<file path="src/sqe_defines.svh">
// sqe_defines.svh: offsets, field positions, reset values and timing counts of the shared queue-enable register bank
// assumes: included by the package and the design files, byte addresses are four times the word index
//
// Behaviour
// - upper master word: bit0 queue16, bit15 queue31
// - lower master word: bit0 queue0, bit15 queue15
// - master bit one enables queue sharing
// - sharing covers at most thirty-two queues
// - upper slave word: bit0 slave queue16
`ifndef SQE_DEFINES_SVH
`define SQE_DEFINES_SVH

// --------------------------------------------------------------
// word indices as printed, byte address is index times four
// --------------------------------------------------------------
`define SQE_IDX_MASTER_UPPER  10'h15C
`define SQE_IDX_MASTER_LOWER  10'h15E
`define SQE_IDX_SLAVE_UPPER   10'h16C
`define SQE_IDX_CONTROL       10'h170
`define SQE_IDX_OFFER_STATUS  10'h172
`define SQE_ADDR_MASTER_UPPER {`SQE_IDX_MASTER_UPPER, 2'b00}
`define SQE_ADDR_MASTER_LOWER {`SQE_IDX_MASTER_LOWER, 2'b00}
`define SQE_ADDR_SLAVE_UPPER  {`SQE_IDX_SLAVE_UPPER, 2'b00}
`define SQE_ADDR_CONTROL      {`SQE_IDX_CONTROL, 2'b00}
`define SQE_ADDR_OFFER_STATUS {`SQE_IDX_OFFER_STATUS, 2'b00}

// --------------------------------------------------------------
// field positions and reset values
// --------------------------------------------------------------
`define SQE_HALF_MSB          15
`define SQE_CTRL_SHARED_BIT   0
`define SQE_CTRL_MASTER_BIT   1
`define SQE_HALF_RESET        16'h0000
`define SQE_CTRL_RESET        2'h0
`define SQE_WORD_ZERO         32'h0000_0000

// --------------------------------------------------------------
// timing: wait states inserted by the slave per access
// --------------------------------------------------------------
`define SQE_APB_WAIT_STATES   1

`endif

</file>
<file path="src/sqe_pkg.sv">
// sqe_pkg.sv: types shared by the queue-enable register bank and its gate
// assumes: sqe_defines.svh is reachable on the include path
`include "sqe_defines.svh"

package sqe_pkg;

	// --------------------------------------------------------------
	// types
	// --------------------------------------------------------------
	typedef logic [`SQE_HALF_MSB:0] sqe_half_t;   // one 16-queue enable word
	typedef logic [31:0]            sqe_mask_t;   // one bit per shared queue

	// apb slave phase, one-hot
	typedef enum logic [1:0]
	{
		SQE_ST_IDLE = 2'b01,
		SQE_ST_RESP = 2'b10
	} sqe_apb_e;

endpackage : sqe_pkg

</file>
<file path="src/sqe_queue_gate.sv">
// sqe_queue_gate.sv: per-queue decision of which queues may offer a cell on the shared bus
// assumes: all inputs are on pclk, the caller registers the outputs
`include "sqe_defines.svh"

module sqe_queue_gate
	import sqe_pkg::*;
(
	// enables from the register bank
	input  wire logic      shared_mode,
	input  wire logic      is_master,
	input  wire sqe_mask_t master_enable,
	input  wire sqe_mask_t slave_enable,
	// queue fill state
	input  wire sqe_mask_t cell_pending,
	input  wire sqe_mask_t peer_pending,
	// decisions
	output logic           [31:0] local_grant,
	output logic           [31:0] peer_grant
);

	// --------------------------------------------------------------
	// one lane per queue; only 32 lanes exist at all
	// --------------------------------------------------------------
	// thirty-two lanes only
	for (genvar q = 0; q < 32; q++)
	begin : g_queue
		// outside shared mode the enables are kept but do not gate
		// bit one enables
		assign local_grant[q] = cell_pending[q] & (master_enable[q] | ~shared_mode);
		// slave words only in shared master
		assign peer_grant[q]  = peer_pending[q] & slave_enable[q] & shared_mode & is_master;
	end

endmodule : sqe_queue_gate

</file>
<file path="src/sqe_regs.sv">
// sqe_regs.sv: apb register bank for shared bus queue enables, plus the registered offer masks
// assumes: apb master on pclk, cell_pending from local queue logic on pclk,
// peer_pending_async from the peer device pins (asynchronous)
`include "sqe_defines.svh"

module sqe_regs
	import sqe_pkg::*;
(
	// clock and reset
	input  wire logic        pclk,
	input  wire logic        presetn,
	// apb slave
	input  wire logic [11:0] paddr,
	input  wire logic        psel,
	input  wire logic        penable,
	input  wire logic        pwrite,
	input  wire logic [31:0] pwdata,
	output logic      [31:0] prdata,
	output logic             pready,
	output logic             pslverr,
	// queue state
	input  wire logic [31:0] cell_pending,
	input  wire logic [31:0] peer_pending_async,
	input  wire logic [15:0] slave_enable_lower,
	// offers on the shared bus
	output logic      [31:0] local_offer,
	output logic      [31:0] peer_offer
);

	// --------------------------------------------------------------
	// state
	// --------------------------------------------------------------
	sqe_apb_e  state;                               // apb phase
	sqe_apb_e  next_state;
	sqe_half_t master_queue_enable_upper_half;      // queues 16..31
	sqe_half_t next_master_queue_enable_upper_half;
	sqe_half_t master_queue_enable_lower_half;      // queues 0..15
	sqe_half_t next_master_queue_enable_lower_half;
	sqe_half_t slave_queue_enable_upper_half;       // slave queues 16..31
	sqe_half_t next_slave_queue_enable_upper_half;
	logic      shared_mode;                         // shared bus active
	logic      next_shared_mode;
	logic      is_master;                           // this device arbitrates
	logic      next_is_master;
	logic      [31:0] next_prdata;
	logic      next_pready;
	logic      next_pslverr;
	logic      [31:0] peer_meta;                    // first sync stage only
	logic      [31:0] peer_sync;                    // safe to read
	logic      [31:0] local_grant;
	logic      [31:0] peer_grant;
	logic      addr_hit;                            // decoded address
	logic      wr_fire;                             // write takes effect now

	// --------------------------------------------------------------
	// address decode
	// --------------------------------------------------------------
	always_comb
	begin
		unique case (paddr)
			`SQE_ADDR_MASTER_UPPER, `SQE_ADDR_MASTER_LOWER, `SQE_ADDR_SLAVE_UPPER,
			`SQE_ADDR_CONTROL, `SQE_ADDR_OFFER_STATUS:
				addr_hit = 1'b1;
			default:
				addr_hit = 1'b0;              // unmapped, answered with pslverr
		endcase
	end

	// effect only at the edge that samples pready high
	assign wr_fire = psel & penable & pready & pwrite & addr_hit;

	// --------------------------------------------------------------
	// apb handshake: one wait state, answer from flops
	// --------------------------------------------------------------
	always_comb
	begin
		next_state   = state;
		next_pready  = 1'b0;
		next_pslverr = 1'b0;
		next_prdata  = `SQE_WORD_ZERO;
		unique case (state)
			SQE_ST_IDLE:
			begin
				// access phase seen: prepare the answer for the next edge
				if (psel && penable)
				begin
					next_state   = SQE_ST_RESP;
					next_pready  = 1'b1;
					next_pslverr = ~addr_hit;
					if (!pwrite)
					begin
						unique case (paddr)
							`SQE_ADDR_MASTER_UPPER: next_prdata = {16'h0000, master_queue_enable_upper_half};
							`SQE_ADDR_MASTER_LOWER: next_prdata = {16'h0000, master_queue_enable_lower_half};
							`SQE_ADDR_SLAVE_UPPER:  next_prdata = {16'h0000, slave_queue_enable_upper_half};
							`SQE_ADDR_CONTROL:      next_prdata = {30'h0000_0000, is_master, shared_mode};
							`SQE_ADDR_OFFER_STATUS: next_prdata = local_offer;
							default:                next_prdata = `SQE_WORD_ZERO;
						endcase
					end
				end
			end
			SQE_ST_RESP:
			begin
				// transfer completes here, master releases or starts anew
				next_state = SQE_ST_IDLE;
			end
		endcase
	end

	always_ff @(posedge pclk or negedge presetn)
	begin
		if (!presetn)
		begin
			state   <= SQE_ST_IDLE;
			pready  <= 1'b0;
			pslverr <= 1'b0;
			prdata  <= `SQE_WORD_ZERO;
		end
		else
		begin
			state   <= next_state;
			pready  <= next_pready;
			pslverr <= next_pslverr;
			prdata  <= next_prdata;
		end
	end

	// --------------------------------------------------------------
	// register writes; upper data bits ignored
	// --------------------------------------------------------------
	always_comb
	begin
		next_master_queue_enable_upper_half = master_queue_enable_upper_half;
		next_master_queue_enable_lower_half = master_queue_enable_lower_half;
		next_slave_queue_enable_upper_half  = slave_queue_enable_upper_half;
		next_shared_mode                    = shared_mode;
		next_is_master                      = is_master;
		if (wr_fire)
		begin
			unique case (paddr)
				`SQE_ADDR_MASTER_UPPER: next_master_queue_enable_upper_half = pwdata[15:0];
				`SQE_ADDR_MASTER_LOWER: next_master_queue_enable_lower_half = pwdata[15:0];
				`SQE_ADDR_SLAVE_UPPER:  next_slave_queue_enable_upper_half  = pwdata[15:0];
				`SQE_ADDR_CONTROL:
				begin
					next_shared_mode = pwdata[`SQE_CTRL_SHARED_BIT];
					next_is_master   = pwdata[`SQE_CTRL_MASTER_BIT];
				end
				default:
				begin
					// status is read only
					next_shared_mode = shared_mode;
				end
			endcase
		end
	end

	always_ff @(posedge pclk or negedge presetn)
	begin
		if (!presetn)
		begin
			master_queue_enable_upper_half <= `SQE_HALF_RESET;
			master_queue_enable_lower_half <= `SQE_HALF_RESET;
			slave_queue_enable_upper_half  <= `SQE_HALF_RESET;
			shared_mode                    <= 1'b0;
			is_master                      <= 1'b0;
		end
		else
		begin
			master_queue_enable_upper_half <= next_master_queue_enable_upper_half;
			master_queue_enable_lower_half <= next_master_queue_enable_lower_half;
			slave_queue_enable_upper_half  <= next_slave_queue_enable_upper_half;
			shared_mode                    <= next_shared_mode;
			is_master                      <= next_is_master;
		end
	end

	// --------------------------------------------------------------
	// peer pending: two-flop synchroniser per bit
	// --------------------------------------------------------------
	// bits cross independently; a skew of one cycle between lanes is harmless
	always_ff @(posedge pclk or negedge presetn)
	begin
		if (!presetn)
		begin
			peer_meta <= `SQE_WORD_ZERO;
			peer_sync <= `SQE_WORD_ZERO;
		end
		else
		begin
			peer_meta <= peer_pending_async;
			peer_sync <= peer_meta;
		end
	end

	// --------------------------------------------------------------
	// offer decision and its output flops
	// --------------------------------------------------------------
	// offers gated by enables in shared mode
	sqe_queue_gate u_gate
	(
		.shared_mode   (shared_mode),
		.is_master     (is_master),
		.master_enable ({master_queue_enable_upper_half, master_queue_enable_lower_half}),
		.slave_enable  ({slave_queue_enable_upper_half, slave_enable_lower}),
		.cell_pending  (cell_pending),
		.peer_pending  (peer_sync),
		.local_grant   (local_grant),
		.peer_grant    (peer_grant)
	);

	always_ff @(posedge pclk or negedge presetn)
	begin
		if (!presetn)
		begin
			local_offer <= `SQE_WORD_ZERO;
			peer_offer  <= `SQE_WORD_ZERO;
		end
		else
		begin
			local_offer <= local_grant;
			peer_offer  <= peer_grant;
		end
	end
endmodule : sqe_regs

</file>
<file path="config.mk">
export PLATFORM = sky130hd
export DESIGN_NAME = sqe_regs
export DESIGN_NICKNAME = d
export VERILOG_FILES = /design/src/sqe_pkg.sv /design/src/sqe_queue_gate.sv /design/src/sqe_regs.sv
export VERILOG_INCLUDE_DIRS = /design/src
export SDC_FILE = /design/constraint.sdc
export NUM_CORES = 1
export LEC_CHECK = 0
export ABC_AREA = 1
export ABC_CLOCK_PERIOD_IN_PS = 1450
export BUFFER_PORTS_ARGS = -buffer_cell sky130_fd_sc_hd__buf_2
export CAP_MARGIN = 20
export CORE_MARGIN = 10
export CORE_UTILIZATION = 48
export CTS_BUF_LIST = sky130_fd_sc_hd__clkbuf_4 sky130_fd_sc_hd__clkbuf_8
export CTS_CLUSTER_DIAMETER = 150
export DETAILED_ROUTE_END_ITERATION = 10
export PLACE_DENSITY = 0.76
export REMOVE_ABC_BUFFERS = 1
export SLEW_MARGIN = 15
export SYNTH_ARGS = -nofsm -noshare
export SYNTH_HDL_FRONTEND = slang
export SYNTH_SLANG_ARGS = --single-unit
</file>
<file path="constraint.sdc">
create_clock -name pclk -period 1.45 [get_ports pclk]
set_input_delay 0.0725 -clock pclk [delete_from_list [all_inputs] [get_ports pclk]]
set_output_delay 0.0725 -clock pclk [all_outputs]
set_load 0.02 [all_outputs]
</file>
## Word level (Yosys, flattened, before mapping)

Index checks and enable logic that the tools add are counted.

- Flip-flop bits (word level): 214
- Bits of input ports: 129
- Word-level logic and storage cells: 204

- Eq/ne operators: 8
- Mux-type cells: 11
- Bitwise gates (word level): 166
- Reduce and logical (&&, ||, !) cells: 6

Operator list:

| kind | number |
|---|---|
| $pmux 32 s5 | 1 |
| $and 1x1->1 | 132 |
| $mux 32 | 3 |
| $eq 12x11->1 const B | 5 |
| $or 1x1->1 | 32 |
| $reduce_and 2->1 | 4 |
| $mux 1 | 5 |
| $reduce_or 5->1 | 1 |
| $pmux 2 s2 | 1 |
| $eq 2x1->1 const B | 1 |
| $eq 2x2->1 const B | 1 |
| $mux 2 | 1 |
| $ne 2x2->1 const B | 1 |
| $not 1->1 | 2 |
| $logic_and 1x1->1 | 1 |

## Longest topological paths before layout

Gate-level depths: netlist of run 1.

- Depth after elaboration: 6
- Depth in mapped cells: 11

## By module

A second synthesis of run 1 with hierarchy kept.

- Cell total of the unflattened synthesis: 773
- Area, all modules: 7858.8 µm²

By module, submodules not included:

| module | instances | cells each | area an instance (µm²) | seq. area each (µm²) |
|---|---|---|---|---|
| sqe_regs | 1 | 605 | 7128.1 | 5356.4 |
| sqe_queue_gate | 1 | 168 | 730.7 | 0.0 |

## Worst setup path before layout of run 1

Ideal clock, no wire load.

- Kind: reg2reg
- Start point: register state[0]
- End point: register prdata[21]
- Data arrival time: 1361 ps
- Required time: 1376 ps
- Setup slack: 15 ps
- Stages on the path, launching flop included: 8
- Path buffers: 1
- Cells stage by stage: dfstp_2 inv_1 nor2_1 nand2_1 nor2_2 buf_2 nand2_1 nor2_1

- Longest elaborated chain between the ends: 2

Ends and longest elaborated chain:

| item | line | source |
|---|---|---|
| start, declared | sqe_regs.sv:33 | `sqe_apb_e state;` |
| start signal, assigned | sqe_regs.sv:122 | `state <= next_state;` |
| $eq 2x1->1 | sqe_regs.sv:81 | `unique case (state)` |
| $mux 32 | sqe_regs.sv:81 |  |
| named net next_prdata[21] | sqe_regs.sv:45 | `logic [31:0] next_prdata;` |
| end signal, assigned | sqe_regs.sv:118 | `` prdata <= `SQE_WORD_ZERO; `` |
| end signal, assigned | sqe_regs.sv:125 | `prdata <= next_prdata;` |
| end, declared | sqe_regs.sv:18 | `output logic [31:0] prdata,` |

The timed path passes the listed nets, and every way through them passes these cells.
A chain may end at the register's enable or synchronous reset.

## Worst setup path after layout of run 1

- Start point: register state[0]
- End point: register prdata[13]

Same word-level chain as after synthesis.

==> flow_summary_export.csv, run 1 <==
group,metric,value,unit
yosys,netlist_instances,728,
global_routing,grt_pass1_wl,35.27,mm
sta,finClkSkew,30.97,ps
detailed_routing,first_iter_violations,429,
sta,finalSetupViolations,0,
clocking,cts_buffers,35,
detailed_routing,routedWlPerCell,16.93,um
clocking,cts-root-buf,"clkbuf_8",
yosys,synthesis.area,0.007706,mm^2
job,maxCapViolations,0,
critical_path,crit_type,"flip-flop to flip-flop",
critical_path,r2r-start,"state[0]",
floorplan,die_y,146.7,um
hold_path,worstHoldEndpoint,"slave_queue_enable_upper_half[2]",
pwr,vdd_drop_max,0.0007667,V
global_routing,grt.total_usage,20.45,%
cells_and_area,area_growth_syn_to_layout,43.22,%
detailed_routing,viasPerCell,4.750,
cells_and_area,nFillCells,1138,
hold_path,whs_path_depth,5,
critical_path,r2r_slack,60,ps
detailed_routing,wirelength,22.43,mm
sta,finalSetupTns,0,ps
sta,fin_crit_sh,95.75,%
floorplan,die_x,146.7,um
placement,gp_congestion,0.8400,
clocking,cts_buffer_depth,3,
detailed_routing,first_pass_iters,5,
floorplan,die_area,0.02152,mm^2
floorplan,io_pins,227,
placement,place_hpwl,14.50,mm
sta,max_slew.worst_pin.slew,517.9,ps
yosys,synth.avg_cell_area,10.59,um^2
pwr,power_density,1122,mW/mm^2
cells_and_area,seq_area,0.005356,mm^2
yosys,yosysWarnings,0,
critical_path,reg2reg_depth,7,
hold_path,min-delay-path-class,"input port to flip-flop",
critical_path,crit_arrival,1820,ps
placement,preCtsSetupSlack,-16.02,ps
clocking,path_clk_slew,60,ps
detailed_routing,drc,0,
pwr,fin_total_pwr,12.39,mW
floorplan,fp-row-count,46,
global_routing,overflow,0,
yosys,yosys_register_bits,214,
run_status,status,"completed",
hold_path,hold_start,"psel",
cells_and_area,fin_util,69.73,%
yosys,synth.distinct_cells,25,
cells_and_area,layout_common_cells,"213 x dfrtp_1, 209 x buf_2, 200 x nand2_1, 100 x dlygate4sd3_1, 74 x nor2_1",
global_routing,grt_pass1_vias,6600,
floorplan,coreArea,0.01583,mm^2
clocking,clk_latency,520,ps
critical_path,startpoint_type,"flip-flop",
clocking,cts_sinks,214,
sta,drv_slew,0,
critical_path,cp_max_fo,8,
global_routing,grt_start_max_net_pins,62,
sta,min_period,1388,ps
sta,relSlewSlack,65.47,%
sta,worst_slack,61.57,ps
critical_path,critPathCaptureType,"flip-flop",
sta,fmax,0.7202,GHz
placement,io_buffers,210,
critical_path,r2r_end,"prdata[13]",
detailed_routing,ant_nets,0,
detailed_routing,via_count,6294,
floorplan,initial_utilization,48.69,%
sta,hold_violations,0,
cells_and_area,multi_input_area,0.001963,mm^2
sta,hold_slack,65.22,ps
pwr,p_leak,5.633,nW
global_routing,antenna_found_initial,2,
critical_path,worstPathRequired,1880,ps
cells_and_area,drive_gt1_share,30.98,%
cells_and_area,mostFrequentLayoutCell,"dfrtp_1",
clocking,htreeDepth,2,
cells_and_area,fin_nets,1212,
clocking,cts_tree,"done",
yosys,yosysSeqAreaShare,69.51,%
==> kinds of logic (layout without fill, tap and decap cells) <==
| kind of cell | count (synthesis) | after routing | synth area share (%) |
|---|---|---|---|
| AOI/OAI and AO/OA | 66 | 66 | 5.488 |
| buffers and inverters | 101 | 479 | 5.569 |
| DFF | 214 | 214 | 69.51 |
| other | 0 | 2 | 0 |
| and+or+nand+nor | 347 | 348 | 19.44 |
==> final cells by class <==
| cell class | count | share of cell area, % |
|---|---|---|
| timing repair buffer | 346 | 22.22 |
| inverter | 72 | 2.449 |
| clock buffer | 58 | 6.383 |
| tap | 216 | 2.449 |
| clock inverter | 3 | 0.1360 |
| antenna | 2 | 0.04535 |
| sequential | 214 | 48.53 |
| multi-input combinational | 414 | 17.79 |
==> stage by stage <==
| stage | instance area [um^2] | instances |
|---|---|---|
| after floorplan | 7547 | 699 |
| after global placement | 9266 | 1161 |
| after detailed placement | 9266 | 1161 |
| after CTS | 11000 | 1322 |
| after global routing | 11030 | 1324 |
| final | 11040 | 1325 |
==> repair_timing <==
item	4_1_cts	5_1_grt
gates resized for setup	1	7
endpoints found under the hold margin	345	0
gates cloned	0	1
endpoints found under the setup margin	1	32
hold buffers	100	0
buffers inserted	0	0
==> sequential cells by signal, indices dropped and copies added (netlist names), 16 cells and up <==
| name | flops |
|---|---|
| peer_meta | 32 |
| master_queue_enable_upper_half | 16 |
| peer_offer | 32 |
| peer_sync | 32 |
| prdata | 32 |
| slave_queue_enable_upper_half | 16 |
| master_queue_enable_lower_half | 16 |
| local_offer | 32 |
==> layer usage <==
metal	routed length [um]	up-vias	part of all wire, %	track usage, %
met1	8645	2995	39	23.74
met2	11260	258	50	34.81
li1	-	2997	-	-
met3	1954	44	8.7	6.787
met5	0	-	0	0
met4	573	0	2.6	7.007
==> synthesized netlist by cell type (all sizes together) <==
library cell	instances	share of area (%)
a21boi	32	3.1
and2	1	0.081
buf	18	1.5
clkbuf	11	0.54
dfrtp	213	69
dfstp	1	0.34
inv	72	3.5
nand2	204	10
nand3	12	1.1
nand4	35	2.8
nor2	93	5.1
nor3	2	0.13
o21a	1	0.097
o21ai	25	1.6
o22ai	8	0.65
==> worst max-delay path, stage by stage, from the launching register on <==
cell	delay (ps)
dfstp_2	530
inv_1	40
nor2_2	110
nand2_2	100
nor2_4	130
buf_6	150
nand2_4	120
nor2_2	130
==> worst max path at each step <==
stage	startpoint	end	slack, ps	cells after the start
after floorplan	pready	master_queue_enable_lower_half[0]	-480	5
after global placement	paddr[9]	prdata[0]	10	10
after detailed placement	paddr[9]	master_queue_enable_lower_half[15]	-20	9
after CTS	state[0]	prdata[4]	40	7
after global routing	state[0]	prdata[21]	-20	7
final	state[0]	prdata[13]	60	7
==> power breakdown <==
| group | total [mW] | switching (mW) | internal, mW |
|---|---|---|---|
| Combinational | 0.864 | 0.436 | 0.428 |
| Sequential | 6.23 | 0.0700 | 6.16 |
| Clock | 5.30 | 2.24 | 3.05 |
| Total | 12.4 | 2.75 | 9.64 |
(Power assumes the default switching activity.)
==> run 2, diff against run 1 <==
Settings changed: GPL_TIMING_DRIVEN from default to 0, SETUP_SLACK_MARGIN from default to 0.2.
==> run 2 against run 1 <==
  * Final cell count down 0.53%
  * Fmax down 2.8%
  * Wire length is 10% higher
  * Flip-flop and latch count did not move
  * Core utilization increased by 1.5 points
  * Global-route usage up 1.1 points
  * Register-to-register slack got worse by 40 ps
  * Worst setup slack lost 40 ps
  * Clock skew down 1.9 ps
  * Via count rose by 0.87%
  * Clock-buffer cell count decreased by 2
  * Critical endpoint is now prdata[7]
  * Highest routed layer unchanged
==> flow_summary_export.csv, run 2 (synthesized netlist as in run 1, its figures left out) <==
group,metric,value,unit
critical_path,slowest_stage,"dfstp_2",
sta,finalSetupViolations,0,
floorplan,die_y,146.7,um
critical_path,startpoint_type,"flip-flop",
sta,relSlewSlack,49.18,%
placement,io_buffers,210,
critical_path,crit_top_cell,"nor2_4",
cells_and_area,drive_gt1_share,34.24,%
sta,hold_violations,0,
detailed_routing,drt-met1-wl,9.124,mm
global_routing,grt_pass1_wl,36.98,mm
detailed_routing,viasPerCell,4.817,
clocking,cts_buffers,36,
pwr,p_leak,5.614,nW
sta,min_period,1429,ps
run_status,status,"completed",
detailed_routing,first_iter_violations,341,
critical_path,r2r_slack,20,ps
global_routing,grt_start_max_net_pins,82,
job,maxCapViolations,0,
sta,finClkSkew,29.10,ps
cells_and_area,layout_common_cells,"212 x dfrtp_1, 209 x buf_2, 171 x nand2_1, 100 x dlygate4sd3_1, 68 x nor2_1",
cells_and_area,area_growth_syn_to_layout,46.21,%
sta,max_slew.worst_pin.slew,760.4,ps
pwr,power_density,1123,mW/mm^2
hold_path,min-delay-path-class,"input port to flip-flop",
global_routing,antenna_found_initial,0,
floorplan,initial_utilization,48.69,%
clocking,clk_latency,520,ps
critical_path,path_cells,"inv_2 -> nor2_4 -> nand2_2 -> nor2_4 -> buf_12 -> nand2_8 -> nor2_4",
detailed_routing,wirelength,24.76,mm
critical_path,reg2reg_depth,7,
clocking,cts_sinks,214,
clocking,cts_buffer_depth,3,
detailed_routing,routedWlPerCell,18.79,um
detailed_routing,ant_nets,0,
detailed_routing,first_pass_iters,5,
sta,fmax,0.6999,GHz
sta,rsz0062_at_grt,"true",
detailed_routing,via_count,6349,
floorplan,io_pins,227,
sta,fin_crit_sh,98.53,%
hold_path,hold_start,"paddr[5]",
critical_path,cp_max_fo,8,
clocking,cts-root-buf,"clkbuf_8",
critical_path,crit_arrival,1850,ps
clocking,htreeDepth,2,
placement,place_hpwl,13.69,mm
critical_path,crit_type,"flip-flop to flip-flop",
detailed_routing,wl_met3,2.232,mm
critical_path,critPathCaptureType,"flip-flop",
critical_path,max_stage_delay,540,ps
detailed_routing,routed.top_layer,"met4",
global_routing,grt.total_usage,21.59,%
detailed_routing,drc,0,
hold_path,worstHoldEndpoint,"is_master",
pwr,vdd_drop_max,0.001038,V
floorplan,die_x,146.7,um
critical_path,r2r_end,"prdata[7]",
floorplan,coreArea,0.01583,mm^2
clocking,path_clk_slew,60,ps
cells_and_area,finalNonFillerCells,1318,
cells_and_area,mostFrequentLayoutCell,"dfrtp_1",
cells_and_area,fin_nets,1205,
placement,preCtsSetupSlack,-868.7,ps
hold_path,whs_path_depth,6,
placement,gp_congestion,0.7794,
global_routing,grt_pass1_vias,6807,
floorplan,fp-row-count,46,
floorplan,die_area,0.02152,mm^2
global_routing,overflow,0,
critical_path,worstPathRequired,1870,ps
sta,hold_slack,83.45,ps
placement,dpl.cell_count,1130,
critical_path,r2r-start,"state[0]",
detailed_routing,dr_wl_met2,12.88,mm
sta,drv_slew,0,
cells_and_area,nFillCells,1108,
clocking,cts_tree,"done",
sta,worst_slack,21.30,ps
[run 2: metal layers]
metal | up-vias | global-route usage (%)
met5 | - | 0
met4 | 0 | 6.707
met3 | 40 | 7.371
met2 | 247 | 38.09
met1 | 3063 | 24.03
li1 | 2999 | -
[run 2: repair_timing]
item	4_1_cts	5_1_grt
gates resized for setup	29	47
hold buffers	100	0
pin swaps	21	10
endpoints found under the hold margin	349	0
setup endpoints to repair	130	76
cloned	3	4
setup buffers	7	10
[run 2: through the flow]
stage / cell area (um^2) / utilization, % / TNS [ps] / power [mW]
after detailed placement: 8996 / 56.84 / -67170 / 6.924
after global placement: 8869 / 56.03 / -794150 / 6.877
after CTS: 10980 / 69.38 / 0 / 12.67
after floorplan: 7547 / - / -24230 / 6.519
after global routing: 11260 / 71.17 / -283.2 / 13.11
final: 11270 / 71.19 / 0 / 12.65
[run 2: where the power goes]
part           internal, mW  total (mW)  switching, mW
registers              6.16        6.24         0.0828
logic                 0.440       0.903          0.463
clock network          3.20        5.51           2.31
[run 2: cell type report]
cell class | count | area, um^2 | share of cell area [%]
Antenna cell | 1 | 2.502 | 0.02221
Clock buffer | 56 | 689.4 | 6.119
Clock inverter | 7 | 65.06 | 0.5775
Inverter | 72 | 275.3 | 2.443
Multi-Input combinational cell | 419 | 2233 | 19.82
Sequential cell | 214 | 5360 | 47.57
Tap cell | 216 | 270.3 | 2.399
Timing Repair Buffer | 333 | 2371 | 21.04
[run 2: critical path: cells and delay by family (launching register included)]
family / cells / cell delay, ps
buffers and inverters: 2 / 190
AND/OR/NAND/NOR: 5 / 600
flip-flops: 1 / 540
[run 2: worst max-delay path by stage]
stage	cells after the start	slack [ps]	end	from
after floorplan	5	-480	master_queue_enable_lower_half[0]	pready
after global placement	1	-3180	prdata[28]	presetn
after detailed placement	2	-870	peer_offer[29]	shared_mode
after CTS	7	30	prdata[9]	state[0]
after global routing	7	-30	prdata[21]	state[0]
final	7	20	prdata[7]	state[0]
==> run 3, diff against run 2 <==
Settings changed: GPL_TIMING_DRIVEN 0 to default.
==> run 3 against run 2 <==
  * Global-route usage down 0.44 points
  * Largest cell class unchanged
  * Critical path depth unchanged
  * Largest power group unchanged
  * Total power about the same
  * Clock power down 3%
  * Critical endpoint is now prdata[15]
==> flow_summary_export.csv, run 3 (synthesized netlist as in run 1, its figures left out) <==
group,metric,value,unit
pwr,p_int,9.764,mW
sta,finalSetupTns,0,ps
cells_and_area,mostFrequentLayoutCell,"dfrtp_1",
clocking,clk_latency,530,ps
global_routing,grt_pass1_vias,6752,
critical_path,worstPathRequired,1890,ps
detailed_routing,viasPerCell,4.945,
cells_and_area,fin_nets,1223,
detailed_routing,drc,0,
hold_path,min-delay-path-class,"input port to asynchronous set/reset pin",
floorplan,die_x,146.7,um
global_routing,grt_pass1_wl,36.29,mm
sta,drv_slew,0,
pwr,clock_power_share,42.2,%
job,maxCapViolations,0,
sta,max_slew.worst_pin.slew,508.4,ps
floorplan,coreArea,0.01583,mm^2
pwr,vdd_drop_max,0.0007724,V
cells_and_area,finalNonFillerCells,1336,
clocking,path_clk_slew,60,ps
critical_path,crit_type,"flip-flop to flip-flop",
pwr,power_density,1102,mW/mm^2
clocking,cts_tree,"done",
pwr,fin_total_pwr,12.65,mW
sta,finalSetupViolations,0,
pwr,p_sw,2.888,mW
sta,finClkSkew,32.83,ps
critical_path,r2r_slack,20,ps
placement,gp_congestion,0.8400,
clocking,cts_buffer_depth,3,
floorplan,fp-row-count,46,
sta,fin_crit_sh,98.85,%
placement,io_buffers,210,
global_routing,grt_start_max_net_pins,62,
global_routing,grt.total_usage,21.16,%
global_routing,antenna_found_initial,2,
critical_path,crit_arrival,1880,ps
placement,dpl.cell_count,1161,
floorplan,io_pins,227,
sta,fmax,0.6977,GHz
pwr,p_leak,5.734,nW
detailed_routing,wirelength,24.66,mm
critical_path,r2r_end,"prdata[15]",
detailed_routing,first_iter_violations,521,
placement,place_hpwl,14.50,mm
detailed_routing,routedWlPerCell,18.46,um
run_status,status,"completed",
critical_path,r2r-start,"state[0]",
critical_path,startpoint_type,"flip-flop",
clocking,cts_buffers,35,
clocking,cts_sinks,214,
detailed_routing,first_pass_iters,5,
sta,min_period,1433,ps
clocking,htreeDepth,2,
pwr,p_seq_share,49.4,%
cells_and_area,nFillCells,1057,
cells_and_area,layout_common_cells,"213 x dfrtp_1, 209 x buf_2, 153 x nand2_1, 101 x dlygate4sd3_1, 70 x nor2_1",
detailed_routing,via_count,6606,
clocking,cts-root-buf,"clkbuf_8",
sta,relSlewSlack,66.11,%
critical_path,critPathLaunch,"state[0]",
critical_path,critPathCaptureType,"flip-flop",
floorplan,die_area,0.02152,mm^2
floorplan,die_y,146.7,um
sta,hold_violations,0,
global_routing,overflow,0,
sta,rsz0062_at_grt,"true",
pwr,pwr-share-comb,8.4,%
cells_and_area,drive_gt1_share,36.31,%
detailed_routing,ant_nets,0,
critical_path,reg2reg_depth,7,
floorplan,initial_utilization,48.69,%
pwr,p_sw_share,22.83,%
cells_and_area,area_growth_syn_to_layout,48.97,%
critical_path,cp_max_fo,8,
-- run 3: timing repair --
action	in CTS	in global routing
setup buffers	5	5
hold endpoints to repair	353	0
pin swaps	19	9
hold buffers	101	0
endpoints found under the setup margin	32	67
cloned	1	0
gates resized for setup	16	90
-- run 3: worst max-delay path, stage by stage (launching register included) --
cell     delay [ps]
dfstp_2         550
inv_2            50
nor2_4          140
nand2_4          80
nor2_4          120
buf_6           160
nand2_8         130
nor2_4          120
-- run 3: cell type report --
cell class / count / area (um^2) / area share, %
sequential: 214 / 5356 / 46.66
timing repair buffer: 357 / 2629 / 22.90
multi-input combinational: 414 / 2230 / 19.42
clock buffer: 58 / 704.4 / 6.136
inverter: 72 / 270.3 / 2.354
tap: 216 / 270.3 / 2.354
clock inverter: 3 / 15.01 / 0.1308
antenna: 2 / 5.005 / 0.04360
-- run 3: power by group through the flow --
stage / Clock (mW) / Sequential [mW] / Combinational [mW]
4_1_cts: 5.41 / 6.23 / 0.954
3_5_place_dp: 0 / 6.33 / 0.627
2_1_floorplan: 0 / 6.38 / 0.137
3_3_place_gp: 0 / 6.32 / 0.612
6_report: 5.34 / 6.25 / 1.07
5_1_grt: 5.75 / 6.26 / 1.15
-- run 3: how the worst max path moves through the flow --
stage | endpoint | slack [ps] | cells past startpoint
floorplan | master_queue_enable_lower_half[0] | -480 | 5
global placement | prdata[0] | 10 | 10
detailed placement | master_queue_enable_lower_half[15] | -20 | 9
CTS | state[1] | 80 | 9
global route | state[0] | -50 | 10
finish | prdata[15] | 20 | 7
-- run 3: stage by stage --
step	worst slack, ps	instance area, um^2	util [%]	hold slack, ps
3_3_place_gp	9.701	9266	58.55	46.92
6_report	16.64	11480	72.53	99.21
3_5_place_dp	-16.02	9266	58.55	53.43
4_1_cts	78.06	11110	70.21	101.2
5_1_grt	-48.52	11480	72.51	127.3
2_1_floorplan	-484.1	7547	-	-223.1
-- run 3: layer usage --
metal,wire length (um),part of all wire [%],vias up,GRT usage (%)
li1,-,-,3016,-
met1,9016,37,3141,23.99
met2,12380,50,363,36.39
met3,2376,9.6,86,7.340
met4,886,3.6,0,7.307
met5,0,0,-,0
